<file path="src/shared/epac_cfg.svh">
// Constants for the emulated PHY expansion and special control block
// Function
// - Duplex pin equal to polarity strap: ability 0010 at 10M, 1000 at 100M.
// - Duplex pin unequal to polarity strap: ability 0001 at 10M, 0100 at 100M.
// - Parallel detection fault bit 4 of expansion always reads zero.
// - Partner and local next-page bits 3 and 2 always read zero.
// - Page-received bit 1 clears on read and reset, sets after negotiation.
// - Partner negotiation-able bit 0 reads one unless no common abilities.
// - Registers are 32 bits, upper 16 zero; serial access shows 16 bits.
// - Loopback bit 14 returns port-0 transmit into switch, not to MAC.
// - Loopback works even while the emulated PHY isolate bit is set.
// - Double-rate bit 10 turns 100 Mbps MII PHY rate into 200 Mbps.
// - Read-only bits 9:8 report port-0 mode: MII MAC, MII PHY, RMII PHY.
// - Collision test bit 7 asserts fabric collision during every transmit.
// - Bit 6 sets reference clock pin direction: zero input, one output.
// - Bit 5 picks 16 mA drive in RMII or 200M modes, else fixed 12 mA.
// - Speed and duplex polarity straps are captured at reset release.
`ifndef EPAC_CFG_SVH
`define EPAC_CFG_SVH
`define EPAC_ADDR_W 9
`define EPAC_OFS_EXP 9'h1d8
`define EPAC_OFS_SCS 9'h1dc
`define EPAC_ABIL_10F 4'b0010
`define EPAC_ABIL_100F 4'b1000
`define EPAC_ABIL_10H 4'b0001
`define EPAC_ABIL_100H 4'b0100
`define EPAC_BIT_PGRX 1
`define EPAC_BIT_ANABLE 0
`define EPAC_BIT_LOOP 14
`define EPAC_BIT_DRATE 10
`define EPAC_BIT_MODE_LO 8
`define EPAC_BIT_COLT 7
`define EPAC_BIT_CLKDIR 6
`define EPAC_BIT_CLKSTR 5
`define EPAC_MODE_MII_MAC 2'b00
`define EPAC_MODE_MII_PHY 2'b01
`define EPAC_MODE_RMII_PHY 2'b10
`define EPAC_EXP_LIVE_MASK 16'h0003
`endif

</file>
<file path="src/shared/epac_pkg.sv">
// Types for the emulated PHY expansion and special control block
package epac_pkg;
  // Register access from memory map or serial management
  typedef struct packed {
    logic rd;
    logic wr;
    logic [8:0] addr;
    logic [31:0] wdata;
  } epac_req_t;
  // Port-0 fabric steering outputs
  typedef struct packed {
    logic to_mac;
    logic to_switch;
    logic collision;
  } epac_path_t;
  typedef enum logic [2:0] {
    EPAC_AN_IDLE = 3'b001,
    EPAC_AN_RUN = 3'b010,
    EPAC_AN_DONE = 3'b100
  } epac_an_state_t;
endpackage

</file>
<file path="src/rtl/epac_top.sv">
// Emulated PHY expansion, special control and port-0 test logic
`timescale 1ns/1ps
`include "epac_cfg.svh"
module epac_top
  import epac_pkg::*;
(
  // Clock and reset
  input wire logic clk,
  input wire logic reset,
  // Register access
  input wire epac_req_t req,
  input wire logic serial_access,
  output logic [31:0] rdata,
  output logic rvalid,
  // Straps, pins and mode
  input wire logic speed_strap,
  input wire logic duplex_pol_strap,
  input wire logic port0_duplex_pin,
  input wire logic [1:0] port0_mode,
  input wire logic double_rate_default,
  input wire logic clk_dir_default,
  input wire logic clk_str_default,
  // Negotiation
  input wire logic an_restart,
  input wire logic [3:0] local_ability,
  input wire logic emulated_phy_isolate_bit,
  // Port-0 fabric transmit
  input wire logic fabric_tx_en,
  output epac_path_t path,
  output logic [3:0] partner_ability,
  output logic rate_200,
  output logic port0_reference_clock_pin_oe,
  output logic clk_drive_16ma
);
  logic strap_speed;
  logic strap_pol;
  logic strap_take;
  logic page_rx;
  logic an_able;
  logic loop_en;
  logic drate;
  logic colt;
  logic clkdir;
  logic clkstr;
  logic [3:0] next_ability;
  logic [15:0] exp_val;
  logic [15:0] scs_val;
  logic [31:0] next_rdata;
  epac_an_state_t an_state;

  // ====================================================================
  // Strap capture
  // Straps are sampled on the first clock after reset release, so an
  // asynchronous reset never loads a port value.
  always_ff @(posedge clk or posedge reset)
  begin
    if (reset)
      strap_take <= 1'b1;
    else
      strap_take <= 1'b0;
  end

  always_ff @(posedge clk or posedge reset)
  begin
    if (reset)
    begin
      strap_speed <= 1'b0;
      strap_pol <= 1'b0;
    end
    else if (strap_take)
    begin
      strap_speed <= speed_strap;
      strap_pol <= duplex_pol_strap;
    end
  end

  // ====================================================================
  // Emulated partner ability
  always_comb
  begin
    if (port0_duplex_pin == strap_pol)
      next_ability = strap_speed ? `EPAC_ABIL_100F : `EPAC_ABIL_10F;
    else
      next_ability = strap_speed ? `EPAC_ABIL_100H : `EPAC_ABIL_10H;
  end

  // ====================================================================
  // Negotiation sequencing
  always_ff @(posedge clk or posedge reset)
  begin
    if (reset)
      an_state <= EPAC_AN_RUN;
    else
      case (an_state)
        EPAC_AN_IDLE: if (an_restart) an_state <= EPAC_AN_RUN;
        EPAC_AN_RUN: an_state <= EPAC_AN_DONE;
        EPAC_AN_DONE: an_state <= EPAC_AN_IDLE;
        default: an_state <= EPAC_AN_IDLE;
      endcase
  end

  always_ff @(posedge clk or posedge reset)
  begin
    if (reset)
    begin
      an_able <= 1'b1;
      partner_ability <= 4'h0;
    end
    else if (an_state == EPAC_AN_DONE)
    begin
      an_able <= |(local_ability & next_ability);
      partner_ability <= next_ability;
    end
  end

  wire exp_read = req.rd && req.addr == `EPAC_OFS_EXP;

  // Set wins over a read in the same cycle, so a page is never lost
  always_ff @(posedge clk or posedge reset)
  begin
    if (reset)
      page_rx <= 1'b0;
    else if (an_state == EPAC_AN_DONE)
      page_rx <= 1'b1;
    else if (exp_read)
      page_rx <= 1'b0;
  end

  // ====================================================================
  // Control register writes
  wire scs_write = req.wr && req.addr == `EPAC_OFS_SCS;

  always_ff @(posedge clk or posedge reset)
  begin
    if (reset)
    begin
      loop_en <= 1'b0;
      colt <= 1'b0;
      drate <= 1'b0;
      clkdir <= 1'b0;
      clkstr <= 1'b0;
    end
    else if (strap_take)
    begin
      drate <= double_rate_default;
      clkdir <= clk_dir_default;
      clkstr <= clk_str_default;
    end
    else if (scs_write)
    begin
      loop_en <= req.wdata[`EPAC_BIT_LOOP];
      colt <= req.wdata[`EPAC_BIT_COLT];
      drate <= req.wdata[`EPAC_BIT_DRATE];
      clkdir <= req.wdata[`EPAC_BIT_CLKDIR];
      clkstr <= req.wdata[`EPAC_BIT_CLKSTR];
    end
  end

  // ====================================================================
  // Read data
  always_comb
  begin
    exp_val = 16'h0000;
    exp_val[`EPAC_BIT_PGRX] = page_rx;
    exp_val[`EPAC_BIT_ANABLE] = an_able;
    scs_val = 16'h0000;
    scs_val[`EPAC_BIT_LOOP] = loop_en;
    scs_val[`EPAC_BIT_DRATE] = drate;
    scs_val[`EPAC_BIT_MODE_LO +: 2] = port0_mode;
    scs_val[`EPAC_BIT_COLT] = colt;
    scs_val[`EPAC_BIT_CLKDIR] = clkdir;
    scs_val[`EPAC_BIT_CLKSTR] = clkstr;
    next_rdata = 32'h0000_0000;
    if (req.addr == `EPAC_OFS_EXP)
      next_rdata[15:0] = exp_val;
    else if (req.addr == `EPAC_OFS_SCS)
      next_rdata[15:0] = scs_val;
  end

  always_ff @(posedge clk or posedge reset)
  begin
    if (reset)
    begin
      rdata <= 32'h0000_0000;
      rvalid <= 1'b0;
    end
    else
    begin
      rvalid <= req.rd;
      // Serial side is 16 bits wide; upper half is always zero anyway
      rdata <= req.rd ? (serial_access ? {16'h0000, next_rdata[15:0]}
                                       : next_rdata) : 32'h0000_0000;
    end
  end

  // ====================================================================
  // Port-0 fabric steering and pin controls
  // Isolate gates only the MAC path, not the switch path: loopback must keep working.
  always_ff @(posedge clk or posedge reset)
  begin
    if (reset)
    begin
      path <= '0;
      rate_200 <= 1'b0;
      port0_reference_clock_pin_oe <= 1'b0;
      clk_drive_16ma <= 1'b0;
    end
    else
    begin
      path.to_mac <= fabric_tx_en && !loop_en
                     && !emulated_phy_isolate_bit;
      path.to_switch <= fabric_tx_en && loop_en;
      path.collision <= fabric_tx_en && colt;
      rate_200 <= drate && port0_mode == `EPAC_MODE_MII_PHY;
      port0_reference_clock_pin_oe <= clkdir;
      clk_drive_16ma <= clkstr && (port0_mode == `EPAC_MODE_RMII_PHY
                        || (drate && port0_mode == `EPAC_MODE_MII_PHY));
    end
  end
endmodule

</file>
<file path="config.mk">
export PLATFORM = sky130hd
export DESIGN_NAME = epac_top
export DESIGN_NICKNAME = d
export VERILOG_FILES = /design/src/shared/epac_pkg.sv /design/src/rtl/epac_top.sv
export VERILOG_INCLUDE_DIRS = /design/src /design/src/shared
export SDC_FILE = /design/constraint.sdc
export NUM_CORES = 1
export LEC_CHECK = 0
export BUFFER_PORTS_ARGS = -buffer_cell sky130_fd_sc_hd__buf_2
export CAP_MARGIN = 40
export CORE_UTILIZATION = 40
export DETAILED_ROUTE_END_ITERATION = 10
export PLACE_DENSITY = 0.8
export REMOVE_ABC_BUFFERS = 1
export SETUP_SLACK_MARGIN = 0.05
export SLEW_MARGIN = 20
export SYNTH_ARGS = -nofsm -noshare
export SYNTH_HDL_FRONTEND = slang
export SYNTH_SLANG_ARGS = --single-unit
</file>
<file path="constraint.sdc">
create_clock -name clk -period 2.2 [get_ports clk]
set_input_delay 0.22 -clock clk [delete_from_list [all_inputs] [get_ports clk]]
set_output_delay 0.22 -clock clk [all_outputs]
set_load 0.05 [all_outputs]
</file>
==> run metrics <==
Die Wd=61.8 µm; DRT Pass-1 Iters=2; Post-Place Worst Slack=between 300 and 400 ps; Most used DFF post-synth=dfrtp_1; post-CTS resize count=0; Pwr per Cell Area=~870 nW/µm²; CTS Buf Count=5; routed len/inst=about 10 µm; worst clock skew=5.48 ps; Fmax=604 MHz; sum of negative setup slack=0 ps; IO Port Bufs=52; synth warn=0; CTS root buf=clkbuf_4; post-route clock period utilization=0.753; worst setup path endpoint=an_able; Area Growth Syn to Fin=20.7%; cell-internal power=roughly 940 µW; reg2reg start=strap_pol; gr ovfl total=0; total design power=between 1000 and 1500 µW; final hold violations=0; peak supply drop=0.334 mV; Hold/Removal Path Class=in -> reg; clock latency on the worst-skew pair=approximately 330 ps; crit-path max FO=4; Die Ht=between 60 and 70 µm; number of DRC markers in iteration 0=21; Post-CTS Hold Buffers=1; initial antenna violation count=0; Synth cell types=28; number of global-route vias before repair=approximately 740; slowest CP cell=mux4_2; Die ar.=3820 µm²; CP Cell Sequence=xnor2_1 -> mux4_2 -> mux2_2; DRC Markers=0; P_sw=553 µW; sequential-to-total area share from yosys stat=0.580; DR vias/cell=between 4 and 5; Setup WS post-layout=544 ps; Logic pwr share=0.296; Worst Reg-to-Reg Cells=3; status=complete, no violations; EDFF count, synth=0; TritonCTS clock tree=done; Worst setup SP type=flip-flop; clock sinks=33; core area=~3400 µm²; Max stage delay on crit path=around 560 ps; Max-cap violations=0; clock transition at the registers of the reported paths=approximately 90 ps; n_diodes=0; row cnt=21; RSZ-0062 raised after global routing=false; Avg Cell Area, Syn=roughly 13 µm²; Final HPWL DP=roughly 1.7 mm; Post-CTS Setup Repair Bufs=0; GRT Util Overall=0.123; via count=around 900; Post-synth ARST share=1.00; synthesized area=1430 µm²; clock share of power=0.206; CP Depth=3; CP required=between 2000 and 2500 ps; starting density of the core=0.422; first-pass GRT wire length=between 3 and 4 mm; WL final=between 2 and 2.5 mm; CP Capture Type=flip-flop; Clock Path Buffers=2; Setup Crit Path Kind=reg -> reg; Flop pwr share=0.498; max-slew violations=0; crit path buf inv count=0; Syn Inst Count=113; Final Wtd Congestion=~0.73; Hold Crit Depth=2; share of post-route cells with drive strength above 1=0.437; end of the worst register-to-register path=an_able; Worst R2R Setup Slack=approximately 540 ps; Antenna Nets Post-Route=0; IO Pins=between 100 and 150; crit path from=strap_pol; Crit path max-delay family=multiplexers; H-tree levels=2; largest net degree at the start of global routing=34; synthesized flop and latch total=33; fin crit period=between 1500 and 2000 ps; final setup fails=0; Leakage=approximately 0.00093 µW; nets=between 200 and 250; Critical Path AT=approximately 1900 ps; Sw Ratio=0.370
power by group through the flow:
stage | sequential (µW) | clock, µW | combinational (µW)
after global placement | 758 | 0 | 438
after floorplan | 911 | 0 | 188
after detailed placement | 759 | 0 | 444
after global routing | 760 | 339 | 474
final | 745 | 308 | 442
after CTS | 747 | 323 | 446
stage by stage:
stage | instances | hold slack, ps | cell area [µm²] | util
2_1_floorplan | 111 | 251 | 1340 | -
3_3_place_gp | 211 | 319 | 1670 | 0.492
4_1_cts | 220 | 14.1 | 1730 | 0.510
3_5_place_dp | 211 | 329 | 1670 | 0.492
5_1_grt | 220 | 28.5 | 1730 | 0.510
6_report | 220 | 30.6 | 1730 | 0.510
layer usage:
metal  global-route usage  vias up  wire, µm
met5                    0        -         0
met4               0.0857        0        65
met3               0.0600        8       188
met2                0.207       46      1150
met1                0.118      419       844
li1                     -      453         -
kinds of logic (layout without fill, tap and decap cells):
family	Yosys count	in the layout	synth area share
flops	33	33	0.580
buf+inv	28	66	0.135
compound gates	7	7	0.0323
other cells	1	24	0.00262
mux	11	11	0.0944
simple gates	32	32	0.150
xor+xnor	1	1	0.00612
registers in the layout, indices dropped and copies added, names as in the netlist, 3 cells and up:
| signal | count |
|---|---|
| path | 3 |
| partner_ability | 4 |
| an_state | 3 |
| rdata | 9 |
worst min path at each step:
stage,end,slack [ps],from
5_1_grt,path[2],30,emulated_phy_isolate_bit
4_1_cts,path[2],10,emulated_phy_isolate_bit
2_1_floorplan,rvalid,250,req[42]
6_report,path[2],30,emulated_phy_isolate_bit
3_5_place_dp,rdata[1],330,reset
3_3_place_gp,rdata[0],320,reset
final cells by class:
type | count | area [µm²]
Fill cell | 312 | 1660
Sequential cell | 33 | 830
Multi-Input combinational cell | 75 | 495
Timing Repair Buffer | 55 | 285
Tap cell | 46 | 57.6
Clock buffer | 8 | 48.8
Inverter | 3 | 11.3
cells in the mapped netlist, types with 2 or more instances:
master    n  area share
and2_1    9       0.039
and4b_1   2       0.014
buf_4    23        0.12
dfrtp_1  30        0.52
dfstp_2   3       0.055
inv_1     3      0.0079
mux2_2   10       0.079
nand2_1   8       0.021
nor2_1    2      0.0052
nor3b_1   2       0.010
o21ai_0   3       0.010
o31ai_1   2       0.010
layout by cell type, fill, tap and decap left out, drive strengths merged, types with 3 or more instances in the layout:
| cell type | netlist | final |
|---|---|---|
| and2 | 9 | 9 |
| buf | 24 | 54 |
| clkbuf | 1 | 8 |
| conb | 1 | 24 |
| dfrtp | 30 | 30 |
| dfstp | 3 | 3 |
| inv | 3 | 3 |
| mux2 | 10 | 10 |
| nand2 | 8 | 8 |
| o21ai | 3 | 3 |
Power figures use the tool's default switching activity.
